[src/rxs_pkg.sv]
// constants for the receive statistics increment generator
// What this block does
// flag high when the receive buffer underflows or overflows
// outside logic resets the port after seeing the buffer error flag
// two-bit count of packets ending this cycle, errors included
// good-packet pulse only for a complete packet with no error
// six-bit count of bytes received this cycle, all packets
// good-byte increment carries the length of a good packet only
// count packets under 64 bytes; drop packets under 16 bytes
// jabber pulse for packets above maximum length with bad check sequence
// large pulse for packets longer than 9,215 bytes
// oversize pulse for packets above maximum length with good check sequence
// undersize count for packets below minimum length with good check sequence
// too-long pulse for packets above maximum length, any check sequence
// fragment count for packets below minimum length with bad check sequence
// histogram pulses for 64, 65-127 and 128-255 byte packets
// histogram pulses for 256-511 and 512-1,023 byte packets
// histogram pulses for 1,024-1,518 and 1,519-1,522 byte packets
// buffer error flag in the PCS-only build, statistics in the MAC build
// every increment is zero unless an event, and lasts one cycle; fifo_err in the PCS-only build holds until reset
// histogram pulse for 1,523-1,548 byte packets
package rxs_pkg;

   // ----------------------------------------
   // widths
   // ----------------------------------------
   localparam int unsigned LEN_W    = 14;
   localparam int unsigned BYTE_W   = 6;
   localparam int unsigned MIN_W    = 8;
   localparam int unsigned IRQ_W    = 5;
   localparam int unsigned HIST_N   = 8;

   // ----------------------------------------
   // packet length limits
   // ----------------------------------------
   localparam logic [13:0] DROP_LEN  = 14'h0010;
   localparam logic [13:0] SMALL_LEN = 14'h0040;
   localparam logic [13:0] LARGE_LEN = 14'h23FF;

   localparam logic [13:0] HIST_LO [0:7] = '{14'h0040, 14'h0041, 14'h0080, 14'h0100,
                                             14'h0200, 14'h0400, 14'h05EF, 14'h05F3};
   localparam logic [13:0] HIST_HI [0:7] = '{14'h0040, 14'h007F, 14'h00FF, 14'h01FF,
                                             14'h03FF, 14'h05EE, 14'h05F2, 14'h060C};

   // ----------------------------------------
   // register map
   // ----------------------------------------
   localparam logic [7:0] ADR_MAX_LEN = 8'h00;
   localparam logic [7:0] ADR_MIN_LEN = 8'h04;
   localparam logic [7:0] ADR_IRQ_ST  = 8'h08;
   localparam logic [7:0] ADR_IRQ_MSK = 8'h0C;

   localparam logic [13:0] RST_MAX_LEN = 14'h05EE;
   localparam logic [7:0]  RST_MIN_LEN = 8'h40;
   localparam logic [4:0]  RST_IRQ     = 5'h00;

   // interrupt status bit positions
   localparam int unsigned IRQ_FIFO  = 0;
   localparam int unsigned IRQ_JAB   = 1;
   localparam int unsigned IRQ_LONG  = 2;
   localparam int unsigned IRQ_FRAG  = 3;
   localparam int unsigned IRQ_UNDER = 4;

endpackage

[src/rxs_stats_gen.sv]
// receive statistics increment generator with wishbone control registers
//
// Implementation choices: the register offsets and the Wishbone register port.
module rxs_stats_gen #(
   parameter bit MAC_BUILD = 1'b1
) (
   input  wire logic        sys_clk,
   input  wire logic        arst_n,
   // receive events, one or two packet ends per cycle
   input  wire logic [5:0]  rx_bytes,
   input  wire logic        rx_eop0,
   input  wire logic [13:0] rx_len0,
   input  wire logic        rx_fcs_bad0,
   input  wire logic        rx_err0,
   input  wire logic        rx_eop1,
   input  wire logic [13:0] rx_len1,
   input  wire logic        rx_fcs_bad1,
   input  wire logic        rx_err1,
   input  wire logic        rx_fifo_ovf,
   input  wire logic        rx_fifo_unf,
   // increments and interrupt
   output logic             fifo_err,
   output logic [1:0]       total_pkts,
   output logic             good_pkts,
   output logic [5:0]       total_bytes,
   output logic [13:0]      good_bytes,
   output logic [1:0]       small_pkts,
   output logic             jabber,
   output logic             large_pkts,
   output logic             oversize,
   output logic [1:0]       undersize,
   output logic             toolong,
   output logic [1:0]       fragment,
   output logic [7:0]       hist_inc,
   output logic             irq,
   // wishbone classic slave
   input  wire logic        wb_cyc_i,
   input  wire logic        wb_stb_i,
   input  wire logic        wb_we_i,
   input  wire logic [7:0]  wb_adr_i,
   input  wire logic [3:0]  wb_sel_i,
   input  wire logic [31:0] wb_dat_i,
   output logic [31:0]      wb_dat_o,
   output logic             wb_ack_o
);

   // ----------------------------------------
   // helpers
   // ----------------------------------------
   function automatic logic in_range(input logic [13:0] v,
                                     input logic [13:0] lo,
                                     input logic [13:0] hi);
      in_range = (v >= lo) && (v <= hi);
   endfunction

   function automatic logic [31:0] lane_merge(input logic [31:0] old,
                                              input logic [31:0] wd,
                                              input logic [3:0]  sel);
      lane_merge = old;
      for (int i = 0; i < 4; i++) begin
         if (sel[i]) begin
            lane_merge[i*8 +: 8] = wd[i*8 +: 8];
         end
      end
   endfunction

   // ----------------------------------------
   // state
   // ----------------------------------------
   logic        fifo_err_r,  fifo_err_nxt;
   logic [1:0]  total_r,     total_nxt;
   logic        good_r,      good_nxt;
   logic [5:0]  tbytes_r,    tbytes_nxt;
   logic [13:0] gbytes_r,    gbytes_nxt;
   logic [1:0]  small_r,     small_nxt;
   logic        jabber_r,    jabber_nxt;
   logic        large_r,     large_nxt;
   logic        over_r,      over_nxt;
   logic [1:0]  under_r,     under_nxt;
   logic        long_r,      long_nxt;
   logic [1:0]  frag_r,      frag_nxt;
   logic [7:0]  hist_r,      hist_nxt;
   logic [13:0] max_len_r,   max_len_nxt;
   logic [7:0]  min_len_r,   min_len_nxt;
   logic [4:0]  irq_st_r,    irq_st_nxt;
   logic [4:0]  irq_msk_r,   irq_msk_nxt;
   logic        irq_r,       irq_nxt;
   logic        ack_r,       ack_nxt;
   logic [31:0] dat_r,       dat_nxt;

   logic        keep0;
   logic        keep1;
   logic        good0;
   logic [13:0] min_len;
   logic [4:0]  irq_set;
   logic [4:0]  irq_clr;
   logic        wb_req;
   logic [31:0] merged;

   // ----------------------------------------
   // classification
   // ----------------------------------------
   always_comb begin
      min_len      = {6'h00, min_len_r};
      keep0        = rx_eop0 && (rx_len0 >= rxs_pkg::DROP_LEN);
      keep1        = rx_eop1 && (rx_len1 >= rxs_pkg::DROP_LEN);
      // slot 1 only ever holds a short packet, so it is never counted good
      good0        = keep0 && !rx_fcs_bad0 && !rx_err0 &&
                     (rx_len0 >= min_len) && (rx_len0 <= max_len_r);
      fifo_err_nxt = 1'b0;
      total_nxt    = 2'h0;
      good_nxt     = 1'b0;
      tbytes_nxt   = 6'h00;
      gbytes_nxt   = 14'h0000;
      small_nxt    = 2'h0;
      jabber_nxt   = 1'b0;
      large_nxt    = 1'b0;
      over_nxt     = 1'b0;
      under_nxt    = 2'h0;
      long_nxt     = 1'b0;
      frag_nxt     = 2'h0;
      hist_nxt     = 8'h00;
      if (!MAC_BUILD) begin
         // error stays up until the port is reset, the outside must do so
         fifo_err_nxt = fifo_err_r || rx_fifo_ovf || rx_fifo_unf;
      end else begin
         total_nxt  = {1'b0, keep0} + {1'b0, keep1};
         good_nxt   = good0;
         tbytes_nxt = rx_bytes;
         gbytes_nxt = good0 ? rx_len0 : 14'h0000;
         small_nxt  = {1'b0, keep0 && (rx_len0 < rxs_pkg::SMALL_LEN)} +
                      {1'b0, keep1 && (rx_len1 < rxs_pkg::SMALL_LEN)};
         jabber_nxt = keep0 && (rx_len0 > max_len_r) && rx_fcs_bad0;
         large_nxt  = keep0 && (rx_len0 > rxs_pkg::LARGE_LEN);
         over_nxt   = keep0 && (rx_len0 > max_len_r) && !rx_fcs_bad0;
         long_nxt   = keep0 && (rx_len0 > max_len_r);
         under_nxt  = {1'b0, keep0 && (rx_len0 < min_len) && !rx_fcs_bad0} +
                      {1'b0, keep1 && (rx_len1 < min_len) && !rx_fcs_bad1};
         frag_nxt   = {1'b0, keep0 && (rx_len0 < min_len) && rx_fcs_bad0} +
                      {1'b0, keep1 && (rx_len1 < min_len) && rx_fcs_bad1};
         for (int i = 0; i < rxs_pkg::HIST_N; i++) begin
            hist_nxt[i] = keep0 &&
                          in_range(rx_len0, rxs_pkg::HIST_LO[i], rxs_pkg::HIST_HI[i]);
         end
      end
   end

   // every increment but fifo_err is rebuilt from zero each cycle, so only fifo_err can linger
   always_ff @(posedge sys_clk or negedge arst_n) begin
      if (!arst_n) begin
         fifo_err_r <= 1'b0;
         total_r    <= 2'h0;
         good_r     <= 1'b0;
         tbytes_r   <= 6'h00;
         gbytes_r   <= 14'h0000;
         small_r    <= 2'h0;
         jabber_r   <= 1'b0;
         large_r    <= 1'b0;
         over_r     <= 1'b0;
         under_r    <= 2'h0;
         long_r     <= 1'b0;
         frag_r     <= 2'h0;
         hist_r     <= 8'h00;
      end else begin
         fifo_err_r <= fifo_err_nxt;
         total_r    <= total_nxt;
         good_r     <= good_nxt;
         tbytes_r   <= tbytes_nxt;
         gbytes_r   <= gbytes_nxt;
         small_r    <= small_nxt;
         jabber_r   <= jabber_nxt;
         large_r    <= large_nxt;
         over_r     <= over_nxt;
         under_r    <= under_nxt;
         long_r     <= long_nxt;
         frag_r     <= frag_nxt;
         hist_r     <= hist_nxt;
      end
   end

   // ----------------------------------------
   // registers and interrupt
   // ----------------------------------------
   always_comb begin
      wb_req      = wb_cyc_i && wb_stb_i && !ack_r;
      ack_nxt     = wb_req;
      dat_nxt     = dat_r;
      max_len_nxt = max_len_r;
      min_len_nxt = min_len_r;
      irq_msk_nxt = irq_msk_r;
      irq_clr     = 5'h00;
      merged      = 32'h0000_0000;
      irq_set     = 5'h00;
      irq_set[rxs_pkg::IRQ_FIFO]  = fifo_err_nxt;
      irq_set[rxs_pkg::IRQ_JAB]   = jabber_nxt;
      irq_set[rxs_pkg::IRQ_LONG]  = long_nxt;
      irq_set[rxs_pkg::IRQ_FRAG]  = |frag_nxt;
      irq_set[rxs_pkg::IRQ_UNDER] = |under_nxt;
      if (wb_req && wb_we_i) begin
         case (wb_adr_i)
            rxs_pkg::ADR_MAX_LEN: begin
               merged      = lane_merge({18'h00000, max_len_r}, wb_dat_i, wb_sel_i);
               max_len_nxt = merged[13:0];
            end
            rxs_pkg::ADR_MIN_LEN: begin
               merged      = lane_merge({24'h000000, min_len_r}, wb_dat_i, wb_sel_i);
               min_len_nxt = merged[7:0];
            end
            rxs_pkg::ADR_IRQ_ST: begin
               merged  = lane_merge(32'h0000_0000, wb_dat_i, wb_sel_i);
               irq_clr = merged[4:0];
            end
            rxs_pkg::ADR_IRQ_MSK: begin
               merged      = lane_merge({27'h0000000, irq_msk_r}, wb_dat_i, wb_sel_i);
               irq_msk_nxt = merged[4:0];
            end
            default: begin
               merged = 32'h0000_0000;
            end
         endcase
      end
      if (wb_req) begin
         case (wb_adr_i)
            rxs_pkg::ADR_MAX_LEN: dat_nxt = {18'h00000, max_len_r};
            rxs_pkg::ADR_MIN_LEN: dat_nxt = {24'h000000, min_len_r};
            rxs_pkg::ADR_IRQ_ST:  dat_nxt = {27'h0000000, irq_st_r};
            rxs_pkg::ADR_IRQ_MSK: dat_nxt = {27'h0000000, irq_msk_r};
            default:              dat_nxt = 32'h0000_0000;
         endcase
      end
      // a new event in the clearing cycle survives the clear
      irq_st_nxt = (irq_st_r & ~irq_clr) | irq_set;
      irq_nxt    = |(irq_st_nxt & irq_msk_nxt);
   end

   always_ff @(posedge sys_clk or negedge arst_n) begin
      if (!arst_n) begin
         max_len_r <= rxs_pkg::RST_MAX_LEN;
         min_len_r <= rxs_pkg::RST_MIN_LEN;
         irq_st_r  <= rxs_pkg::RST_IRQ;
         irq_msk_r <= rxs_pkg::RST_IRQ;
         irq_r     <= 1'b0;
         ack_r     <= 1'b0;
         dat_r     <= 32'h0000_0000;
      end else begin
         max_len_r <= max_len_nxt;
         min_len_r <= min_len_nxt;
         irq_st_r  <= irq_st_nxt;
         irq_msk_r <= irq_msk_nxt;
         irq_r     <= irq_nxt;
         ack_r     <= ack_nxt;
         dat_r     <= dat_nxt;
      end
   end

   // ----------------------------------------
   // outputs
   // ----------------------------------------
   assign fifo_err    = fifo_err_r;
   assign total_pkts  = total_r;
   assign good_pkts   = good_r;
   assign total_bytes = tbytes_r;
   assign good_bytes  = gbytes_r;
   assign small_pkts  = small_r;
   assign jabber      = jabber_r;
   assign large_pkts  = large_r;
   assign oversize    = over_r;
   assign undersize   = under_r;
   assign toolong     = long_r;
   assign fragment    = frag_r;
   assign hist_inc    = hist_r;
   assign irq         = irq_r;
   assign wb_dat_o    = dat_r;
   assign wb_ack_o    = ack_r;
endmodule

[config.mk]
export PLATFORM = sky130hd
export DESIGN_NAME = rxs_stats_gen
export DESIGN_NICKNAME = d
export VERILOG_FILES = /design/src/rxs_pkg.sv /design/src/rxs_stats_gen.sv
export SDC_FILE = /design/constraint.sdc
export NUM_CORES = 1
export LEC_CHECK = 0
export BUFFER_PORTS_ARGS = -buffer_cell sky130_fd_sc_hd__buf_2
export CAP_MARGIN = 10
export CORE_MARGIN = 10
export CORE_UTILIZATION = 49
export DETAILED_ROUTE_END_ITERATION = 7
export PLACE_DENSITY = 0.8
export SYNTH_ARGS = -nofsm -noshare
export SYNTH_HDL_FRONTEND = slang
export SYNTH_SLANG_ARGS = --single-unit
[constraint.sdc]
create_clock -name sys_clk -period 2.93 [get_ports sys_clk]
set_input_delay 0.4395 -clock sys_clk [delete_from_list [all_inputs] [get_ports sys_clk]]
set_output_delay 0.4395 -clock sys_clk [all_outputs]
set_load 0.01 [all_outputs]
==> flow_summary.ini, run 1 <==
[timing]
slew_headroom = 0.5923
period_share = 0.9223
period_needed_ps = 2702
drv_slew = 0
hold_violations = 0
hold_ws_ps = 70.86
setup_viol = 0
setup_ws_ps = 227.8
clock_skew_ps = 10.23
fin_tns_setup_ps = 0
max_slew.worst_pin.slew_ps = 611.6
rsz0062_at_grt = false
max_freq_mhz = 370.1

[final_layout]
drive_gt1_frac = 0.3327
regArea_um2 = 2238
multi_input_area_um2 = 1957
layout_common_cells = 123 x buf_2, 80 x dfrtp_1, 35 x ha_1
final_cell_area_um2 = 5361
fin_cells = 652
layout_commonest_cell = buf_2
fin_util = 0.6118
diodes = 0
area_growth_pct = 20.70
nFillCells = 744
final_nets = 665

[yosys]
synth.area.top_cells = dfrtp_1 45%, ha_1 9.9%, dfstp_2 5.3%
syn_avg_cell_area_um2 = 10.97
yosysSeqAreaShare = 0.5039
synth_edf_count = 0
syn-instance-count = 405
ys_ff_latch = 89
yosysTopAreaCell = dfrtp_1
yosys_warnings = 0
synthArstFlopShare = 1.000
ys_types = 55
synth_area_um2 = 4442
synth_ff_type = dfrtp_1
synth.top_cell.area_share = 0.4507

[placement]
dp_hpwl_um = 9238
place.gp.congestion = 0.8938
dp_cells = 636
dpl_worst_slack_ps = 109.0
dpl_cell_area_um2 = 5149
io_buffers = 124

[die]
io_pins = 167
fp.dieH_um = 115.2
fp.dieArea_um2 = 13270
rows = 34
dieWidth_um = 115.2
initial_core_util = 0.5069
core_region_area_um2 = 8763

[clocking]
postCtsHoldBufs = 0
htreeDepth = 3
ctsResizeCount = 0
clk-insertion-delay-late_ps = 370
clock_path_buffers = 2
cts-root-buf = clkbuf_8
cts_tree = done
cts_setup_buffers = 0
path_clk_slew_ps = 90
clock-sinks = 89
cts_buffers = 9

[critical_path]
critPathKind = flop to flop
slowest_stage = a2111o_1
required_ps = 3220
crit_top_cell = a21o_1
crit_path_start_kind = flop
critPathMaxFanout = 4
regToRegSetupSlack_ps = 230
arrival_ps = 2990
path_cells = inv_1 -> ha_1 -> a21o_1 -> a21o_1 -> a211oi_1 -> o21bai_1 -> a21o_1 -> a2111o_1 -> ha_1 -> a21boi_0 -> o22a_1 -> o211ai_1
end_kind = flop
r2r_end = irq
cpPeakStageDelay_ps = 420
worstSetupStartpoint = min_len_r[1]
timing.rr.start = min_len_r[1]
ff2ff_path_depth = 12

[pwr]
clkPwrFrac = 0.373
internal_power_mw = 1.776
power_per_cell_area_nw_per_um2 = 449.1
worst_ir_drop_vdd_v = 0.0002292
pwr-share-seq = 0.525
power_frac_comb = 0.102
p_sw_frac = 0.2623
p_leak_nw = 2.936
power.total_mw = 2.408
p_switching_mw = 0.6314

[detailed_routing]
firstDrtPassIters = 4
vias = 3519
first_iter_violations = 258
routedWlPerCell_um = 17.72
viasPerCell = 5.397
drc = 0
wl_um = 11550
postRouteAntennaNets = 0

[job]
maxCapViolCount = 0

[grt]
gr-total-overflow = 0
grt_pass1_wl_um = 18430
antenna_found_initial = 0
first_global_vias = 3709
grt_use_total = 0.1725
grt_max_degree = 51

[min_path]
hold_path.class = primary input to asynchronous set/reset pin

[run_status]
status = complete, no violations
how the worst max path moves through the flow:
stage	to	slack (ps)
2_1_floorplan	irq	390
3_3_place_gp	irq	150
3_5_place_dp	irq	110
4_1_cts	irq	210
5_1_grt	irq	50
6_report	irq	230
power by group through the flow:
stage | logic (mW) | clock network, mW | registers [mW]
6_report | 0.245 | 0.898 | 1.26
5_1_grt | 0.276 | 0.974 | 1.27
4_1_cts | 0.246 | 0.917 | 1.26
3_5_place_dp | 0.246 | 0 | 1.29
3_3_place_gp | 0.235 | 0 | 1.29
2_1_floorplan | 0.118 | 0 | 1.29
state kept, by name, indices dropped and copies added, names as in the netlist, 2 cells and up:
name         count
good_bytes      14
min_len_r        8
irq_msk_r        5
total_pkts       2
small_pkts       2
total_bytes      6
wb_dat_o        14
undersize        2
irq_st_r         5
fragment         2
hist_inc         8
max_len_r       14
logic make-up (layout without fill, tap and decap cells):
| family | Yosys count | in the layout | share of synthesized area |
|---|---|---|---|
| buffers and inverters | 62 | 183 | 0.07070 |
| AOI/OAI and AO/OA | 82 | 82 | 0.1256 |
| muxes | 20 | 20 | 0.06282 |
| adders and majority gates | 35 | 35 | 0.09859 |
| and+or+nand+nor | 116 | 116 | 0.1375 |
| other | 1 | 19 | 0.0008443 |
| DFF | 89 | 89 | 0.5039 |
metal layers:
metal / wire (um) / part of all wire / GRT usage / up-vias
met2: 5533 / 0.48 / 0.2782 / 136
met5: 0 / 0 / 0 / -
li1: - / - / - / 1669
met4: 292 / 0.025 / 0.06848 / 0
met1: 4706 / 0.41 / 0.2071 / 1688
met3: 1021 / 0.088 / 0.05990 / 26
final cells by class:
class,count,area share
timing repair buffer,133,0.1288
tap,108,0.02520
inverter,34,0.02380
sequential,89,0.4175
multi-input combinational,272,0.3650
clock buffer,10,0.02567
clock inverter,6,0.01400
critical path: cells and delay by family, from the launching register on:
kind / cells / cell delay, ps
buffers and inverters: 1 / 110
DFF: 1 / 390
AOI/OAI and AO/OA: 9 / 1680
adders and majority gates: 2 / 420
cell usage after synthesis (2+ instances only):
master and instances:
nand3_1 9, a2111o_1 3, mux4_2 5, a22o_1 11, nor2_1 21, and2_1 13, nand4b_1 2, o21ai_0 24
nor4_1 6, a21o_1 5, o31ai_1 4, nand4_1 5, nor3_1 9, nand2_1 33, clkbuf_1 5, a21oi_1 12
nand2b_1 2, inv_1 33, ha_1 35, a31oi_1 2, dfstp_2 9, mux2i_1 5, and4b_1 2, buf_4 19
a2111oi_0 2, buf_2 2, dfrtp_1 80, and3_1 2, a21boi_0 6, mux2_2 9, o211ai_1 3, or4_1 2
or2_2 3
(Power assumes the default switching activity.)
==> inputs of run 2 (changes only) <==
--- a/config.mk
+++ b/config.mk
@@ -8,9 +8,9 @@
 export BUFFER_PORTS_ARGS = -buffer_cell sky130_fd_sc_hd__buf_2
 export CAP_MARGIN = 10
 export CORE_MARGIN = 10
-export CORE_UTILIZATION = 49
+export CORE_UTILIZATION = 50
 export DETAILED_ROUTE_END_ITERATION = 7
-export PLACE_DENSITY = 0.8
+export PLACE_DENSITY = 0.81
 export SYNTH_ARGS = -nofsm -noshare
 export SYNTH_HDL_FRONTEND = slang
 export SYNTH_SLANG_ARGS = --single-unit
==> constraint.sdc (replaced) <==
create_clock -name sys_clk -period 3.3 [get_ports sys_clk]
set_input_delay 0.495 -clock sys_clk [delete_from_list [all_inputs] [get_ports sys_clk]]
set_output_delay 0.495 -clock sys_clk [all_outputs]
set_load 0.01 [all_outputs]
==> flow_summary.ini, run 2 (synthesis results as in run 1) <==
[timing]
hold_ws_ps = 242.6
drv_slew = 0
fin_tns_setup_ps = 0
max_slew.worst_pin.slew_ps = 1092
max_freq_mhz = 364.0
setup_viol = 0
period_needed_ps = 2747
hold_violations = 0
period_share = 0.8325
rsz0062_at_grt = false
clock_skew_ps = 16.20
slew_headroom = 0.2719

[pwr]
p_leak_nw = 2.904
power.total_mw = 2.040
power_per_cell_area_nw_per_um2 = 385.1
worst_ir_drop_vdd_v = 0.0002005

[grt]
grt_max_degree = 90
gr-total-overflow = 0
grt_pass1_wl_um = 18710
antenna_found_initial = 0
first_global_vias = 3744
grt_use_total = 0.1744

[detailed_routing]
wl_um = 11400
firstDrtPassIters = 4
first_iter_violations = 156
viasPerCell = 5.355
vias = 3470
postRouteAntennaNets = 0
routedWlPerCell_um = 17.59
drc = 0

[clocking]
cts_setup_buffers = 0
htreeDepth = 3
clock_path_buffers = 2
path_clk_slew_ps = 100
clock-sinks = 89
cts-root-buf = clkbuf_8
cts_buffers = 9
ctsResizeCount = 0
cts_tree = done
postCtsHoldBufs = 0
clk-insertion-delay-late_ps = 350

[critical_path]
path_cells = inv_1 -> ha_1 -> a21o_1 -> a21o_1 -> a211oi_1 -> o21bai_1 -> a21o_1 -> a2111o_1 -> ha_1 -> a21boi_0 -> o22a_1 -> o211ai_1
cpPeakStageDelay_ps = 430
required_ps = 3570
regToRegSetupSlack_ps = 550
crit_path_start_kind = flop
critPathMaxFanout = 4
end_kind = flop
crit_top_cell = a21o_1
r2r_end = irq
ff2ff_path_depth = 12
arrival_ps = 3020
slowest_stage = a2111o_1
timing.rr.start = min_len_r[1]
critPathKind = flop to flop

[min_path]
hp-start = rx_bytes[0]
holdPathEnd = total_bytes[0]
hold_path.class = primary input to flop
whs_path_depth = 1

[run_status]
status = complete, no violations

[final_layout]
fin_cells = 648
fin_util = 0.6104
layout_commonest_cell = buf_2
diodes = 0
layout_common_cells = 123 x buf_2, 80 x dfrtp_1, 35 x ha_1
final_nets = 661
drive_gt1_frac = 0.3259
area_growth_pct = 19.27

[die]
core_region_area_um2 = 8678
fp.dieH_um = 114.3
io_pins = 167
initial_core_util = 0.5118
fp.dieArea_um2 = 13050
dieWidth_um = 114.3
rows = 34

[placement]
dp_cells = 632
place.gp.congestion = 0.8412
io_buffers = 124
dp_hpwl_um = 8992

[job]
maxCapViolCount = 0
-- run 2: final cells by class --
type                            count  area (um2)
Fill cell                         743        3381
Sequential cell                    89        2238
Multi-Input combinational cell    272        1957
Timing Repair Buffer              129       660.6
Clock buffer                       11       141.4
Tap cell                          108       135.1
Inverter                           34       127.6
Clock inverter                      5       37.54
-- run 2: critical path: cells and delay by family, from the launching register on --
kind                       cells  cell delay, ps
buffers and inverters          1             130
adders and majority gates      2             440
DFF                            1             390
AOI/OAI and AO/OA              9            1720
-- run 2: per-stage QoR --
step	instance area [um2]	setup slack, ps
after detailed placement	5119	351.8
after global placement	5119	445.3
after global routing	5298	330.7
final	5298	552.8
after CTS	5298	509.8
after floorplan	4509	704.4
-- run 2: power by group --
group          total, mW  internal [mW]  switching (mW)
sequential          1.12           1.11         0.00892
clock              0.702          0.301           0.402
combinational      0.216         0.0802           0.136
total               2.04           1.49           0.546
-- run 2: metal layers --
layer	up-vias	GRT usage	wire, um
met1	1667	0.2198	4905
met3	2	0.06342	1011
met4	0	0.02089	7
met5	-	0	0
li1	1658	-	-
met2	143	0.2885	5477
-- run 2: worst max path at each step --
stage / from / to / slack, ps / cells past startpoint
5_1_grt: min_len_r[1] / irq / 330 / 12
4_1_cts: min_len_r[1] / irq / 510 / 12
3_3_place_gp: rx_len0[1] / irq / 450 / 13
3_5_place_dp: rx_len0[1] / irq / 350 / 13
2_1_floorplan: rx_len1[1] / irq / 700 / 11
6_report: min_len_r[1] / irq / 550 / 12
==> inputs of run 3 (changes only) <==
--- a/config.mk
+++ b/config.mk
@@ -8,9 +8,9 @@
 export BUFFER_PORTS_ARGS = -buffer_cell sky130_fd_sc_hd__buf_2
 export CAP_MARGIN = 10
 export CORE_MARGIN = 10
-export CORE_UTILIZATION = 50
+export CORE_UTILIZATION = 45
 export DETAILED_ROUTE_END_ITERATION = 7
-export PLACE_DENSITY = 0.81
+export PLACE_DENSITY = 0.77
 export SYNTH_ARGS = -nofsm -noshare
 export SYNTH_HDL_FRONTEND = slang
 export SYNTH_SLANG_ARGS = --single-unit
==> constraint.sdc (replaced) <==
create_clock -name sys_clk -period 2.33 [get_ports sys_clk]
set_input_delay 0.3495 -clock sys_clk [delete_from_list [all_inputs] [get_ports sys_clk]]
set_output_delay 0.3495 -clock sys_clk [all_outputs]
set_load 0.01 [all_outputs]
==> flow_summary.ini, run 3 (synthesis results as in run 1) <==
[min_path]
hold_path.class = primary input to flop
hp-start = rx_bytes[1]
holdPathEnd = total_bytes[1]
whs_path_depth = 1

[final_layout]
fin_util = 0.6057
diodes = 0
drive_gt1_frac = 0.4203
final_nets = 711
layout_common_cells = 123 x buf_2, 80 x dfrtp_1, 52 x buf_4
fin_cells = 723
layout_commonest_cell = buf_2
area_growth_pct = 32.06

[run_status]
status = finished, violations left
violations = negative setup slack

[detailed_routing]
firstDrtPassIters = 4
wl_um = 12680
viasPerCell = 5.160
vias = 3731
postRouteAntennaNets = 0
drc = 0
first_iter_violations = 219
routedWlPerCell_um = 17.54

[pwr]
worst_ir_drop_vdd_v = 0.0002906
p_leak_nw = 3.168
power_per_cell_area_nw_per_um2 = 513.2

[timing]
period_needed_ps = 2619
fin_tns_setup_ps = -326.7
max_slew.worst_pin.slew_ps = 590.2
clock_skew_ps = 11.57
setup_ws_ps = -289.4
period_share = 1.124
setup_viol = 3
slew_headroom = 0.6065
drv_slew = 0
hold_violations = 0
rsz0062_at_grt = true
max_freq_mhz = 381.8

[critical_path]
crit_path_start_kind = flop
end_kind = flop
required_ps = 2600
arrival_ps = 2890
r2r_end = irq
regToRegSetupSlack_ps = -290
ff2ff_path_depth = 13
critPathMaxFanout = 3
timing.rr.start = min_len_r[1]
critPathKind = flop to flop

[die]
fp.dieArea_um2 = 14240
initial_core_util = 0.4587
io_pins = 167
rows = 36
fp.dieH_um = 119.4
dieWidth_um = 119.4
core_region_area_um2 = 9684

[clocking]
cts-root-buf = clkbuf_8
clock-sinks = 89
cts_tree = done
htreeDepth = 3
clk-insertion-delay-late_ps = 360
path_clk_slew_ps = 90
cts_buffers = 9
clock_path_buffers = 2

[grt]
grt_pass1_wl_um = 20000
grt_use_total = 0.1728
antenna_found_initial = 0
gr-total-overflow = 0
grt_max_degree = 46
first_global_vias = 4048

[placement]
dp_hpwl_um = 9985
place.gp.congestion = 0.8526
dp_cells = 701
dpl_worst_slack_ps = -348.9
io_buffers = 124

[job]
maxCapViolCount = 0
==> run 3: critical path, stage by stage (launching register included) <==
cell and delay, ps:
dfrtp_1 400, inv_2 120, ha_1 250, nor2b_1 130, o21a_1 170, o21ai_2 120
a21oi_1 100, a21oi_1 140, o211ai_1 160, or2_2 310, ha_1 190, a21boi_1 140
o22a_1 220, o211ai_1 90
==> run 3: through the flow <==
stage               total power [mW]  cell area (um2)  hold slack, ps
floorplan                      1.777             4518           53.91
global placement               1.959             5502           371.9
global route                   3.151             5866           75.17
detailed placement             1.973             5502           390.1
CTS                            3.011             5769           82.57
finish                         3.010             5866           87.22
==> run 3: worst max-delay path by stage <==
stage                       startpoint  endpoint  cells after the start
after floorplan           min_len_r[4]       irq                     12
after global placement      rx_len0[1]       irq                     13
after detailed placement    rx_len0[1]       irq                     13
after CTS                 min_len_r[1]       irq                     13
after global routing      min_len_r[1]       irq                     13
final                     min_len_r[1]       irq                     13
==> run 3: what timing repair did <==
item	CTS	global route
buffers inserted	3	1
setup endpoints to repair	25	21
hold endpoints to repair	2	0
pin swaps	4	12
cloned	1	0
gates resized for setup	10	22
hold buffers	1	0
==> run 3: layer usage <==
metal	track usage	vias up	routed length, um
met2	0.2901	159	6108
met1	0.2118	1783	5507
li1	-	1770	-
met4	0.04977	0	174
met3	0.05007	19	888
met5	0	-	0
==> run 3: final cells by class <==
type	count	area, um2
repair buffers	179	1059
clock inverters	5	53.80
well taps	133	166.4
flip-flops and latches	89	2238
inverters	34	127.6
fillers	810	3819
clock buffers	11	131.4
multi-input cells	272	2090
==> run 3: report_power, final <==
part           total [mW]  internal [mW]  switching, mW
registers            1.59           1.58         0.0155
logic               0.377          0.164          0.213
clock network        1.04          0.496          0.546
